[src/logic/cmn_pkg.sv]
// shared constants and types for the console monitor sequencer
package cmn_pkg;

  // system bus shape
  localparam int ADDR_W = 16;
  localparam int DATA_W = 16;
  localparam int CHAR_W = 8;

  // console serial interface register addresses
  localparam logic [ADDR_W-1:0] RX_STATUS_ADDR = 16'hff70;
  localparam logic [ADDR_W-1:0] RX_BUFFER_ADDR = 16'hff72;
  localparam logic [ADDR_W-1:0] TX_STATUS_ADDR = 16'hff74;
  localparam logic [ADDR_W-1:0] TX_BUFFER_ADDR = 16'hff76;

  // done flag position in both status registers
  localparam int DONE_BIT = 7;

  // depth of the command character queue
  localparam int CMD_FIFO_DEPTH = 32;

  // characters the monitor generates or accepts, and the parity mask
  localparam logic [CHAR_W-1:0] CH_CR     = 8'h0d;
  localparam logic [CHAR_W-1:0] CH_LF     = 8'h0a;
  localparam logic [CHAR_W-1:0] CH_QUERY  = 8'h3f;
  localparam logic [CHAR_W-1:0] CH_PROMPT = 8'h40;
  localparam logic [CHAR_W-1:0] CH_ZERO   = 8'h30;
  localparam logic [CHAR_W-1:0] CH_SEVEN  = 8'h37;
  localparam logic [CHAR_W-1:0] CH_SLASH  = 8'h2f;
  localparam logic [CHAR_W-1:0] CH_UP_D   = 8'h44;
  localparam logic [CHAR_W-1:0] CH_UP_G   = 8'h47;
  localparam logic [CHAR_W-1:0] CH_UP_P   = 8'h50;
  localparam logic [CHAR_W-1:0] CH_UP_R   = 8'h52;
  localparam logic [CHAR_W-1:0] CH_UP_S   = 8'h53;
  localparam logic [CHAR_W-1:0] CH_UP_X   = 8'h58;
  localparam logic [CHAR_W-1:0] CH_MASK7  = 8'h7f;

  // message steps of the announce and reply sequences
  typedef enum logic [3:0] {
    ST_CR1    = 4'h0,
    ST_LF1    = 4'h1,
    ST_DIG0   = 4'h2,
    ST_DIG1   = 4'h3,
    ST_DIG2   = 4'h4,
    ST_DIG3   = 4'h5,
    ST_DIG4   = 4'h6,
    ST_DIG5   = 4'h7,
    ST_CR2    = 4'h8,
    ST_LF2    = 4'h9,
    ST_PROMPT = 4'ha,
    ST_ECHO   = 4'hb,
    ST_QUERY  = 4'hc
  } cmn_step_e;

  // sequencer states
  typedef enum logic [3:0] {
    MS_RUN     = 4'h0,
    MS_FLUSH   = 4'h1,
    MS_TX_POLL = 4'h2,
    MS_TX_READ = 4'h3,
    MS_TX_WRITE= 4'h4,
    MS_RX_POLL = 4'h5,
    MS_RX_READ = 4'h6,
    MS_PUSH    = 4'h7
  } cmn_state_e;

  // bus cycle request and answer
  typedef struct packed {
    logic              write;
    logic [ADDR_W-1:0] addr;
    logic [DATA_W-1:0] data;
  } cmn_bus_req_s;

  typedef struct packed {
    logic              done;
    logic [DATA_W-1:0] data;
  } cmn_bus_rsp_s;

endpackage : cmn_pkg

[src/logic/cmn_bus_master.sv]
// single outstanding read or write cycle on the system bus
`timescale 1ns/1ps
module cmn_bus_master (
  // clock and reset
  input  wire logic                       clock_in,
  input  wire logic                       arst_n_in,
  // request side
  input  wire logic                       req_valid_in,
  input  wire cmn_pkg::cmn_bus_req_s      req_in,
  output cmn_pkg::cmn_bus_rsp_s           rsp_out,
  // system bus
  output logic [cmn_pkg::ADDR_W-1:0]      bus_addr_out,
  output logic [cmn_pkg::DATA_W-1:0]      bus_wdata_out,
  output logic                            bus_rd_out,
  output logic                            bus_wr_out,
  input  wire logic [cmn_pkg::DATA_W-1:0] bus_rdata_in,
  input  wire logic                       bus_ack_in
);
  import cmn_pkg::*;

  typedef struct packed {
    logic              rd;
    logic              wr;
    logic [ADDR_W-1:0] addr;
    logic [DATA_W-1:0] wdata;
    cmn_bus_rsp_s      rsp;
  } cmn_bm_st_s;

  cmn_bm_st_s bq, bd;

  // strobe holds until the slave acknowledges, answer is a one-cycle pulse
  always_comb begin
    bd          = bq;
    bd.rsp.done = 1'b0;
    if (!bq.rd && !bq.wr && req_valid_in) begin
      bd.rd    = !req_in.write;
      bd.wr    = req_in.write;
      bd.addr  = req_in.addr;
      bd.wdata = req_in.data;
    end else if ((bq.rd || bq.wr) && bus_ack_in) begin
      bd.rd       = 1'b0;
      bd.wr       = 1'b0;
      bd.rsp.done = 1'b1;
      bd.rsp.data = bus_rdata_in;
    end
  end

  always_ff @(posedge clock_in or negedge arst_n_in) begin
    if (!arst_n_in) begin
      bq <= '0;
    end else begin
      bq <= bd;
    end
  end

  assign bus_rd_out    = bq.rd;
  assign bus_wr_out    = bq.wr;
  assign bus_addr_out  = bq.addr;
  assign bus_wdata_out = bq.wdata;
  assign rsp_out       = bq.rsp;
endmodule : cmn_bus_master

[src/logic/cmn_console_monitor.sv]
// console monitor entry, announce and polled character sequencer
//
// How it works
// - enter on powerup, break, halt, halt line, timeout
// - on entry read receive buffer, discard character
// - print six digit counter after cr lf
// - data timeout entry prints question mark instead
// - then cr lf and at-sign prompt
// - poll receive status until done bit set
// - then read low byte of receive buffer
// - poll transmit status until done bit set
// - then read and write transmit buffer
// - ignore bit 7, echo raw, own chars clear
// - unaccepted characters answered with question mark
`timescale 1ns/1ps
module cmn_console_monitor #(
  parameter int FIFO_DEPTH = cmn_pkg::CMD_FIFO_DEPTH
) (
  // clock and reset
  input  wire logic                       clock_in,
  input  wire logic                       arst_n_in,
  // entry events and processor state
  input  wire logic                       break_in,
  input  wire logic                       halt_instr_in,
  input  wire logic                       bus_halt_request_in,
  input  wire logic                       nxm_in,
  input  wire logic                       nxm_fetch_in,
  input  wire logic [15:0]                pc_in,
  input  wire logic                       exit_in,
  // system bus
  output logic [cmn_pkg::ADDR_W-1:0]      bus_addr_out,
  output logic [cmn_pkg::DATA_W-1:0]      bus_wdata_out,
  output logic                            bus_rd_out,
  output logic                            bus_wr_out,
  input  wire logic [cmn_pkg::DATA_W-1:0] bus_rdata_in,
  input  wire logic                       bus_ack_in,
  // accepted command characters
  output logic [cmn_pkg::CHAR_W-1:0]      cmd_char_out,
  output logic                            cmd_valid_out,
  input  wire logic                       cmd_ready_in,
  // status
  output logic                            monitor_active_out
);
  import cmn_pkg::*;

  typedef struct packed {
    cmn_state_e        state;
    cmn_step_e         step;
    logic              issued;
    logic              entered;
    logic              active;
    logic              pc_mode;
    logic [15:0]       pc;
    logic [CHAR_W-1:0] rx_char;
    logic              halt_sync1;
    logic              halt_sync2;
  } cmn_mon_st_s;

  cmn_mon_st_s  sq, sd;
  cmn_bus_req_s req;
  cmn_bus_rsp_s rsp;
  logic         req_valid;
  logic         push;
  logic         fifo_ready;
  logic         entry_evt;
  logic         data_timeout;
  logic         status_done;
  logic         tx_fin;

  // octal digit for each digit step, top digit carries a single bit
  function automatic logic [2:0] pc_digit(input cmn_step_e s, input logic [15:0] pc);
    logic [2:0] d;
    d = 3'h0;
    unique case (s)
      ST_DIG0: d = {2'b00, pc[15]};
      ST_DIG1: d = pc[14:12];
      ST_DIG2: d = pc[11:9];
      ST_DIG3: d = pc[8:6];
      ST_DIG4: d = pc[5:3];
      ST_DIG5: d = pc[2:0];
      default: d = 3'h0;
    endcase
    return d;
  endfunction : pc_digit

  // character sent for the current step
  function automatic logic [CHAR_W-1:0] step_char(input cmn_step_e s,
                                                  input logic [15:0] pc,
                                                  input logic [CHAR_W-1:0] rx);
    logic [CHAR_W-1:0] c;
    c = CH_QUERY;
    unique case (s)
      ST_CR1, ST_CR2: c = CH_CR;
      ST_LF1, ST_LF2: c = CH_LF;
      ST_PROMPT:      c = CH_PROMPT;
      ST_ECHO:        c = rx;
      ST_QUERY:       c = CH_QUERY;
      default:        c = CH_ZERO | {5'h00, pc_digit(s, pc)};
    endcase
    return c;
  endfunction : step_char

  // characters the monitor accepts; parity bit stripped first
  function automatic logic char_ok(input logic [CHAR_W-1:0] raw);
    logic [CHAR_W-1:0] c;
    c = raw & CH_MASK7;
    return ((c >= CH_ZERO) && (c <= CH_SEVEN)) || (c == CH_UP_R) || (c == CH_UP_S) ||
           (c == CH_SLASH) || (c == CH_UP_G) || (c == CH_UP_P) || (c == CH_UP_X) ||
           (c == CH_UP_D) || (c == CH_CR) || (c == CH_LF);
  endfunction : char_ok

  // entry events; the halt line is a bus pin and is synchronised first
  assign entry_evt    = !sq.entered || break_in || halt_instr_in ||
                        sq.halt_sync2 || nxm_in;
  assign data_timeout = nxm_in && !nxm_fetch_in;
  assign status_done  = rsp.data[DONE_BIT];
  assign tx_fin       = (sq.state == MS_TX_WRITE) && rsp.done;

  // sequencer; one bus cycle outstanding at a time keeps the ordering trivial
  always_comb begin
    sd            = sq;
    req           = '0;
    push          = 1'b0;
    sd.halt_sync1 = bus_halt_request_in;
    sd.halt_sync2 = sq.halt_sync1;
    unique case (sq.state)
      MS_RUN: begin
        if (entry_evt) begin
          sd.state   = MS_FLUSH;
          sd.entered = 1'b1;
          sd.active  = 1'b1;
          sd.pc      = pc_in;
          sd.pc_mode = !data_timeout;
        end
      end
      MS_FLUSH: begin
        req.addr = RX_BUFFER_ADDR;
        if (rsp.done) begin
          sd.state = MS_TX_POLL;
          sd.step  = ST_CR1;
        end
      end
      MS_TX_POLL: begin
        req.addr = TX_STATUS_ADDR;
        if (rsp.done && status_done) begin
          sd.state = MS_TX_READ;
        end
      end
      MS_TX_READ: begin
        req.addr = TX_BUFFER_ADDR;
        if (rsp.done) begin
          sd.state = MS_TX_WRITE;
        end
      end
      MS_TX_WRITE: begin
        req.addr  = TX_BUFFER_ADDR;
        req.write = 1'b1;
        req.data  = {8'h00, step_char(sq.step, sq.pc, sq.rx_char)};
        if (rsp.done) begin
          sd.state = MS_TX_POLL;
          unique case (sq.step)
            ST_CR1:    sd.step = ST_LF1;
            ST_LF1:    sd.step = sq.pc_mode ? ST_DIG0 : ST_QUERY;
            ST_DIG0:   sd.step = ST_DIG1;
            ST_DIG1:   sd.step = ST_DIG2;
            ST_DIG2:   sd.step = ST_DIG3;
            ST_DIG3:   sd.step = ST_DIG4;
            ST_DIG4:   sd.step = ST_DIG5;
            ST_DIG5:   sd.step = ST_CR2;
            ST_QUERY:  sd.step = ST_CR2;
            ST_CR2:    sd.step = ST_LF2;
            ST_LF2:    sd.step = ST_PROMPT;
            ST_PROMPT: sd.state = MS_RX_POLL;
            ST_ECHO: begin
              if (char_ok(sq.rx_char)) begin
                sd.state = MS_PUSH;
              end else begin
                sd.step = ST_QUERY;
              end
            end
            default:   sd.step = ST_CR1;
          endcase
        end
      end
      MS_RX_POLL: begin
        req.addr = RX_STATUS_ADDR;
        if (exit_in && !sq.issued) begin
          sd.state  = MS_RUN;
          sd.active = 1'b0;
        end else if (rsp.done && status_done) begin
          sd.state = MS_RX_READ;
        end
      end
      MS_RX_READ: begin
        req.addr = RX_BUFFER_ADDR;
        if (rsp.done) begin
          sd.rx_char = rsp.data[CHAR_W-1:0];
          sd.state   = MS_TX_POLL;
          sd.step    = ST_ECHO;
        end
      end
      MS_PUSH: begin
        // a full queue stalls polling, so no input is read and lost
        push = fifo_ready;
        if (fifo_ready) begin
          sd.state = MS_RX_POLL;
        end
      end
      default: sd.state = MS_RUN;
    endcase
    // issue once per bus state, rearm when the answer arrives
    req_valid = !sq.issued && (sq.state != MS_RUN) && (sq.state != MS_PUSH) &&
                !(sq.state == MS_RX_POLL && exit_in);
    if (req_valid) begin
      sd.issued = 1'b1;
    end
    if (rsp.done) begin
      sd.issued = 1'b0;
    end
  end

  always_ff @(posedge clock_in or negedge arst_n_in) begin
    if (!arst_n_in) begin
      sq <= '0;
    end else begin
      sq <= sd;
    end
  end

  assign monitor_active_out = sq.active;

  // bus cycle engine
  cmn_bus_master u_bus (
    .clock_in      (clock_in),
    .arst_n_in     (arst_n_in),
    .req_valid_in  (req_valid),
    .req_in        (req),
    .rsp_out       (rsp),
    .bus_addr_out  (bus_addr_out),
    .bus_wdata_out (bus_wdata_out),
    .bus_rd_out    (bus_rd_out),
    .bus_wr_out    (bus_wr_out),
    .bus_rdata_in  (bus_rdata_in),
    .bus_ack_in    (bus_ack_in)
  );

  // accepted characters, parity bit removed
  cmn_fifo #(
    .WIDTH (CHAR_W),
    .DEPTH (FIFO_DEPTH)
  ) u_fifo (
    .clock_in      (clock_in),
    .arst_n_in     (arst_n_in),
    .in_valid_in   (push),
    .in_data_in    (sq.rx_char & CH_MASK7),
    .in_ready_out  (fifo_ready),
    .out_valid_out (cmd_valid_out),
    .out_data_out  (cmd_char_out),
    .out_ready_in  (cmd_ready_in)
  );
endmodule : cmn_console_monitor

[src/logic/cmn_fifo.sv]
// command character queue with registered head
`timescale 1ns/1ps
module cmn_fifo #(
  parameter int WIDTH = 8,
  parameter int DEPTH = 32
) (
  // clock and reset
  input  wire logic             clock_in,
  input  wire logic             arst_n_in,
  // filling side
  input  wire logic             in_valid_in,
  input  wire logic [WIDTH-1:0] in_data_in,
  output logic                  in_ready_out,
  // draining side
  output logic                  out_valid_out,
  output logic [WIDTH-1:0]      out_data_out,
  input  wire logic             out_ready_in
);
  localparam int PW = $clog2(DEPTH);
  localparam int CW = $clog2(DEPTH + 1);

  typedef struct packed {
    logic [DEPTH-1:0][WIDTH-1:0] mem;
    logic [PW-1:0]               wr;
    logic [PW-1:0]               rd;
    logic [CW-1:0]               count;
    logic                        out_valid;
    logic [WIDTH-1:0]            out_data;
  } cmn_fifo_st_s;

  cmn_fifo_st_s fq, fd;
  logic         push;
  logic         pop_mem;

  // head register refills whenever it empties or is taken
  always_comb begin
    fd      = fq;
    push    = in_valid_in && (fq.count != CW'(DEPTH));
    pop_mem = (fq.count != '0) && (!fq.out_valid || out_ready_in);
    if (fq.out_valid && out_ready_in) begin
      fd.out_valid = 1'b0;
    end
    if (pop_mem) begin
      fd.out_data  = fq.mem[fq.rd];
      fd.out_valid = 1'b1;
      fd.rd        = fq.rd + 1'b1;
    end
    if (push) begin
      fd.mem[fq.wr] = in_data_in;
      fd.wr         = fq.wr + 1'b1;
    end
    if (push && !pop_mem) begin
      fd.count = fq.count + 1'b1;
    end else if (!push && pop_mem) begin
      fd.count = fq.count - 1'b1;
    end
  end

  always_ff @(posedge clock_in or negedge arst_n_in) begin
    if (!arst_n_in) begin
      fq <= '0;
    end else begin
      fq <= fd;
    end
  end

  assign in_ready_out  = (fq.count != CW'(DEPTH));
  assign out_valid_out = fq.out_valid;
  assign out_data_out  = fq.out_data;
endmodule : cmn_fifo

[config.mk]
export PLATFORM = sky130hd
export DESIGN_NAME = cmn_console_monitor
export DESIGN_NICKNAME = d
export VERILOG_FILES = /design/src/logic/cmn_pkg.sv /design/src/logic/cmn_bus_master.sv /design/src/logic/cmn_console_monitor.sv /design/src/logic/cmn_fifo.sv
export SDC_FILE = /design/constraint.sdc
export NUM_CORES = 1
export LEC_CHECK = 0
export ABC_AREA = 1
export BUFFER_PORTS_ARGS = -buffer_cell sky130_fd_sc_hd__buf_2
export CAP_MARGIN = 20
export CELL_PAD_IN_SITES_DETAIL_PLACEMENT = 0
export CELL_PAD_IN_SITES_GLOBAL_PLACEMENT = 2
export CORE_MARGIN = 1
export CORE_UTILIZATION = 33
export CTS_CLUSTER_SIZE = 12
export DETAILED_ROUTE_END_ITERATION = 16
export PLACE_DENSITY_LB_ADDON = 0.1
export RECOVER_POWER = 100
export SLEW_MARGIN = 20
export SYNTH_ARGS = -nofsm -noshare
export SYNTH_HDL_FRONTEND = slang
export SYNTH_SLANG_ARGS = --single-unit
[constraint.sdc]
create_clock -name clock_in -period 2.9 [get_ports clock_in]
set_input_delay 0.435 -clock clock_in [delete_from_list [all_inputs] [get_ports clock_in]]
set_output_delay 0.435 -clock clock_in [all_outputs]
set_load 0.01 [all_outputs]
==> impl_results.md, run 1 <==
- CP Launch Type: register
- Antenna viol nets, final: 0
- Dominant cell type by area after synthesis: dfrtp_1
- DR iter-0 viols: ~900
- RSZ-0062 raised after global routing: no
- Hold Path Depth: 3
- Reg-to-Reg End: u_fifo.fq[223]$_DFFE_PN0P_
- Area contributors post-synth: dfrtp_1, nand2_1, o21ai_0, nor2_1, nand3_1
- Ys flop type: dfrtp_1
- Critical Path RT: 3.30 ns
- Synth unique cells: 42
- Share of cells above drive strength 1: 0.07911
- Die width: 214.5 um
- Clock Pin Slew Worst Setup and Hold Paths: 0.06 ns
- Worst R2R Setup Slack: between 0.2 and 0.25 ns
- Gr usage total: 0.1968
- Cell row count: 77
- Avg Inst Size Synth: 8.036 um^2
- Setup violators final: 0
- Tot Pwr: ~0.013 W
- Endpoint, Worst Hold: sq[17]$_DFFE_PN0P_
- Synth Warn #: 0
- TNS Setup: 0 ns
- EDFF count, synth: 0
- Vias/cell: roughly 4.8
- Synth Cell Area: 14900 um^2
- DRC viols: 0
- TritonRoute pass-1 iters: 5
- CTS sink cnt: 307
- DR vias: 12000
- Post-cts sizing count: 0
- Multi-input logic area: about 6000 um^2
- Die area: 46000 um^2
- Max clock buf depth: 3
- Clock root buffer: clkbuf_16
- Clock Skews: ~0.016 ns
- Layout Area Growth over Synthesis: 11.64%
- Die Span Y: about 210 um
- Count leader, synth: nand2_1
- Top cells by count, synth: nand2_1, dfrtp_1, o21ai_0
- Routed wire per std cell: about 18 um
- Critical-path maximum fanout: 13
- Status: finished, final reports clean
- Setup CP Type: reg2reg
- Hold WC Path Type: in2reg
- Post-synthesis cell count: roughly 1900
- Worst R2R Path Depth: 8
- Yosys top cell area share: 0.5156
- Clock buffer count from CTS: 39
- CTS H-Tree Depth: 2
- # fillers: roughly 4800
- Max cap viols: 0
- CTS tree: yes
- Crit Reg-Reg Startpoint: sq[34]$_DFFE_PN0P_
- Asr flop ratio synth: 1.000
- Setup Fix Bufs, Post-CTS: 0
- Register area: 7687 um^2
- Hold_sp: pc_in[7]
- Largest net degree at the start of global routing: 73
- Max IR drop VDD: 0.3632 mV
- GPL Wtd Cong: ~0.77
- DRT Wirelength: 44280 um
- Least-Margin Pin Slew: between 1 and 1.5 ns
- Static Leak: 7.767 nW
- HPWL after DPL: 27700 um
- Port Buffers: 65
- WP data arrival: ~3.1 ns
- Hold_ws: between 0.08 and 0.09 ns
- Total grt overflow: 0
- Worst-skew pair later-pin latency: 0.55 ns
- Antenna diode count: 0
- Pwr dens: 782.6 nW/um^2
- CP Capture Type: register
- Initial antenna violation count: 1
- Sequential area share after synthesis: 0.5156
- Synth Register Bits: a little over 300
- Initial Util: 0.3355
- Final Max Tran Viols: 0
- # IOs: 86
- Nets: 1921
- Final Hold Viols: 0
- FMAX: roughly 370 MHz
- Post-layout min period: 2.683 ns
- Fin crit share: 0.9251
- Number of global-route vias before repair: between 10000 and 15000
- First-pass GRT wire length: approximately 71000 um
- Core Footprint: 44410 um^2
- Max-slew headroom: 0.07104
worst max-delay path, stage by stage (launching register included):
cell      delay [ns]
dfrtp_1         0.41
nand2_2         0.10
nor2_2          0.27
nand2_8         0.14
nor2_1          0.57
clkbuf_1        0.60
nand2_4         0.25
nand2_1         0.11
o21ai_0         0.07
cell usage in the layout, fill, tap and decap left out, drive strengths merged, types with 2 or more instances in the layout:
cell type and n:
nor3 9, nand2 559, conb 12, nand4 3, xor2 10, nor2 203, o21ai 326, o211ai 9
a22o 2, ha 10, a31oi 4, xnor2 3, clkinv 12, nand3 142, dlygate4sd3 2, inv 81
o22ai 5, buf 55, dfrtp 307, clkbuf 106, a21oi 27
metrics by stage:
step	worst slack [ns]	instances	area [um^2]	util
6_report	0.2172	2488	16630	0.3745
5_1_grt	0.02677	2488	16630	0.3745
4_1_cts	0.2264	2488	16890	0.3803
3_5_place_dp	0.2319	2417	15580	0.3508
3_3_place_gp	0.2405	2417	15580	0.3508
2_1_floorplan	0.1604	1865	14940	-
worst max-delay path by stage:
stage / start / to / slack [ns] / depth (start not counted)
6_report: sq[34]$_DFFE_PN0P_ / u_fifo.fq[223]$_DFFE_PN0P_ / 0.22 / 8
5_1_grt: u_fifo.fq[9]$_DFFE_PN0P_ / u_fifo.fq[13]$_DFFE_PN0P_ / 0.03 / 15
4_1_cts: u_fifo.fq[9]$_DFFE_PN0P_ / u_fifo.fq[12]$_DFFE_PN0P_ / 0.23 / 13
3_5_place_dp: u_fifo.fq[9]$_DFFE_PN0P_ / u_fifo.fq[12]$_DFFE_PN0P_ / 0.23 / 13
3_3_place_gp: u_fifo.fq[9]$_DFFE_PN0P_ / u_fifo.fq[12]$_DFFE_PN0P_ / 0.24 / 13
2_1_floorplan: u_fifo.fq[9]$_DFFE_PN0P_ / u_fifo.fq[12]$_DFFE_PN0P_ / 0.16 / 15
layout make-up:
type,instances,share of cell area
Clock buffer,60,0.07319
Clock inverter,9,0.004212
Inverter,85,0.01941
Multi-Input combinational cell,1332,0.3616
Sequential cell,307,0.4622
Tap cell,592,0.04453
Timing Repair Buffer,103,0.03490
what timing repair did:
action | in CTS | in global routing
setup endpoints to repair | 0 | 0
hold endpoints to repair | 67 | 0
hold buffers | 2 | 0
power breakdown:
| group | total [W] | internal (W) | switching (W) |
|---|---|---|---|
| logic | 0.00359 | 0.00109 | 0.00250 |
| registers | 0.00455 | 0.00443 | 0.000128 |
| clock network | 0.00487 | 0.00297 | 0.00191 |
logic make-up after synthesis:
kind of cell,Yosys count,share of synthesized area
DFF,307,0.5156
AOI/OAI and AO/OA,377,0.1302
xor gates and xnor gates,13,0.007642
buffers and inverters,226,0.07625
and+or+nand+nor,919,0.2602
adders and majority gates,11,0.009741
other,1,0.0002517
sequential cells by signal, summed over array words and instances (netlist names):
name	cells
u_bus.bus_addr_out	3
u_fifo.fq	240
monitor_active_out	1
u_fifo.out_data_out	7
u_bus.bus_wr_out	1
sd	1
u_bus.rsp_out	9
sq	35
u_bus.bus_wdata_out	8
u_bus.bus_rd_out	1
u_fifo.out_valid_out	1
metal layers:
layer  routed length [um]  GRT usage  vias up
li1                     -          -     6005
met1                22280     0.2847     5757
met2                19670     0.3050      174
met3                 1389    0.03191       60
met4                  928    0.04929        2
met5                   12          0        -
(Power assumes the default switching activity.)
==> inputs of run 2 (changes only) <==
Settings changed: ABC_AREA 1 to 0, CORE_UTILIZATION 33 to 39.
==> run 2 against run 1 <==
Against the previous run: the flow now finishes with violations (max-capacitance violations, max-slew violations); total power is essentially flat; routed wire length shrank 19%; final area grew 1.6%; critical endpoint is now u_fifo.fq[186]$_DFFE_PN0P_; largest cell class unchanged; highest routed layer is now met4; die area shrank 15%; sequential share of layout area shrank 0.75 points; critical path type unchanged; setup slack gained 0.023 ns; sequential cell count is the same; utilization grew 7.4 points; clock skew is essentially flat.
==> impl_results.md, run 2 <==
- Clk network pwr share: 0.357
- Clock root buffer: clkbuf_16
- Pwr dens: roughly 770 nW/um^2
- Worst-skew pair later-pin latency: 0.52 ns
- Share of cells above drive strength 1: 0.3877
- CTS H-Tree Depth: 2
- EDFF count, synth: 0
- Initial antenna violation count: 0
- TNS Setup: 0 ns
- Crit Reg-Reg Startpoint: u_fifo.fq[10]$_DFFE_PN0P_
- Total grt overflow: 0
- Max cap viols: 1
- Gr usage total: 0.1919
- Post-synthesis cell count: 1105
- Initial Util: 0.3961
- Slowest CP cell: and2_1
- DRC viols: 0
- CP Capture Type: register
- TritonRoute pass-1 iters: 4
- Antenna viol nets, final: 0
- Net Sw Power: 0.004086 W
- Cell row count: 71
- Hold WC Path Type: in2reg
- GPL Wtd Cong: 0.7706
- Clock Skews: 0.01623 ns
- Area contributors post-synth: dfrtp_1, mux2_2, mux4_2, mux2i_1, nand2_4
- Sw Ratio: 0.3137
- Antenna diode count: 0
- CTS tree: yes
- CTS sink cnt: a little over 300
- Comb pwr share: 0.232
- Hold_ws: around 0.022 ns
- Port Buffers: 65
- Clock buffer count from CTS: 36
- Max incr delay on CP: 0.85 ns
- Worst R2R Path Depth: 7
- Most frequent cells in the layout: dfrtp_1, mux2_2, nand2_1, clkbuf_1, mux2i_1
- Synth Warn #: 0
- Internal Power: 0.008939 W
- Count leader, synth: dfrtp_1
- Layout Area Growth over Synthesis: 13.31%
- Register area: 7686 um^2
- Yosys top cell area share: 0.5150
- Hold_sp: bus_halt_request_in
- Final core utilization: 0.4488
- Core Footprint: 37670 um^2
- Nets: 1217
- Largest net degree at the start of global routing: 68
- First-pass GRT wire length: 56790 um
- Least-Margin Pin Slew: 1.865 ns
- HPWL after DPL: 24210 um
- Worst R2R Setup Slack: 0.24 ns
- Post-layout min period: 2.660 ns
- Vias/cell: 5.224
- CP top delay family: simple AND/OR/NAND/NOR gates
- CP Launch Type: register
- FMAX: 375.9 MHz
- Endpoint, Worst Hold: sd[0]$_DFF_PN0_
- Final Hold Viols: 0
- Max-slew headroom: -0.2435
- Fin crit share: 0.9173
- Status: complete, but fails checks
- Number of global-route vias before repair: ~9300
- Ys flop type: dfrtp_1
- Reg-to-Reg End: u_fifo.fq[186]$_DFFE_PN0P_
- Dominant cell type by area after synthesis: dfrtp_1
- CP Cell Sequence: buf_4 -> nor4b_4 -> a21oi_1 -> clkbuf_1 -> and2_1 -> nand2_4 -> mux2_2
- Synth Cell Area: 14920 um^2
- Setup CP Type: reg2reg
- Max IR drop VDD: 0.3678 mV
- RSZ-0062 raised after global routing: no
- Part of the power in registers: 0.410
- DRT Wirelength: between 30000 and 40000 um
- Critical Path RT: roughly 3.3 ns
- Critical-path maximum fanout: 8
- Die Span Y: 197.6 um
- Max clock buf depth: 3
- Area after DPL: 15780 um^2
- Top cells by count, synth: dfrtp_1, mux2_2, nand2_1
- Final Max Tran Viols: 65
- Asr flop ratio synth: 1.000
- Synth unique cells: 70
- Clock Pin Slew Worst Setup and Hold Paths: around 0.060 ns
- DR vias: ~8900
- CP bufs+invs: 2
- DR iter-0 viols: 295
- Failing checks: max-capacitance violations, max-slew violations
- Commonest non-fill, non-tap cell in the layout: dfrtp_1
- # IOs: 86
- Multi-input logic area: 6611 um^2
- Avg Inst Size Synth: 13.50 um^2
- Synth Register Bits: about 310
- Largest register by flop count: u_fifo.fq
- Die width: 197.6 um
- Hold Path Depth: 1
- Sequential area share after synthesis: 0.5150
- # fillers: 3548
- Static Leak: 8.304 nW
- Die area: 39040 um^2
- Post-route cell area: 16900 um^2
- WP data arrival: 3.06 ns
- Setup violators final: 0
- Max reg flops: 240
- Routed wire per std cell: 21.04 um
## run 2: cell types whose count changed in the layout (fill, tap and decap cells not counted), moves of 34 or more
cell / change
mux2_2: +260
nand3_1: -128
inv_1: -59
mux2i_1: +40
nand2_1: -494
nor2_1: -180
o21ai_0: -279
mux4_2: +34
## run 2: kinds of logic after synthesis
family,Yosys count,synth area share
muxes,345,0.2918
and+or+nand+nor,177,0.07305
adders and majority gates,11,0.009729
buffers and inverters,122,0.04495
AOI/OAI and AO/OA,129,0.05762
xor gates and xnor gates,13,0.007632
DFF,307,0.5150
other,1,0.0002514
## run 2: worst max-delay path by stage
stage	startpoint	slack, ns	endpoint	cells after the start
after floorplan	u_fifo.fq[9]$_DFFE_PN0P_	0.04	u_fifo.fq[14]$_DFFE_PN0P_	12
after global placement	u_fifo.fq[9]$_DFFE_PN0P_	0.20	u_fifo.fq[14]$_DFFE_PN0P_	11
after detailed placement	u_fifo.fq[9]$_DFFE_PN0P_	0.21	u_fifo.fq[14]$_DFFE_PN0P_	11
after CTS	u_fifo.fq[9]$_DFFE_PN0P_	0.20	u_fifo.fq[14]$_DFFE_PN0P_	11
after global routing	u_fifo.fq[9]$_DFFE_PN0P_	0.02	u_fifo.fq[14]$_DFFE_PN0P_	11
final	u_fifo.fq[10]$_DFFE_PN0P_	0.24	u_fifo.fq[186]$_DFFE_PN0P_	7
## run 2: layer usage
layer	GRT usage	wire length (um)
met5	0	0
met4	0.05225	740
met2	0.3112	16730
met1	0.2691	17320
met3	0.02629	977
## run 2: power groups by stage
stage | Combinational [W] | Sequential, W | Clock [W]
2_1_floorplan | 0.00246 | 0.00506 | 0
3_3_place_gp | 0.00315 | 0.00540 | 0
3_5_place_dp | 0.00314 | 0.00541 | 0
4_1_cts | 0.00316 | 0.00534 | 0.00478
5_1_grt | 0.00334 | 0.00542 | 0.00496
6_report | 0.00303 | 0.00534 | 0.00466
## run 2: final cells by class
cell class,count,area share
Clock inverter,12,0.008142
Tap cell,511,0.03782
Multi-Input combinational cell,687,0.3911
Inverter,18,0.003997
Clock buffer,51,0.06380
Sequential cell,307,0.4547
Timing Repair Buffer,114,0.04041
## run 2: timing repair
action	4_1_cts	5_1_grt
hold buffers	1	0
hold endpoints to repair	62	0
gates resized for setup	0	2
setup buffers	0	0
setup endpoints to repair	0	1
## run 2: metrics by stage
stage                     worst slack (ns)  total power [W]  std cells
final                               0.2399          0.01303       1700
after global routing               0.01522          0.01372       1700
after CTS                           0.2003          0.01327       1700
after detailed placement            0.2126         0.008554       1636
after global placement              0.1979         0.008551       1636
after floorplan                    0.04250         0.007525       1116
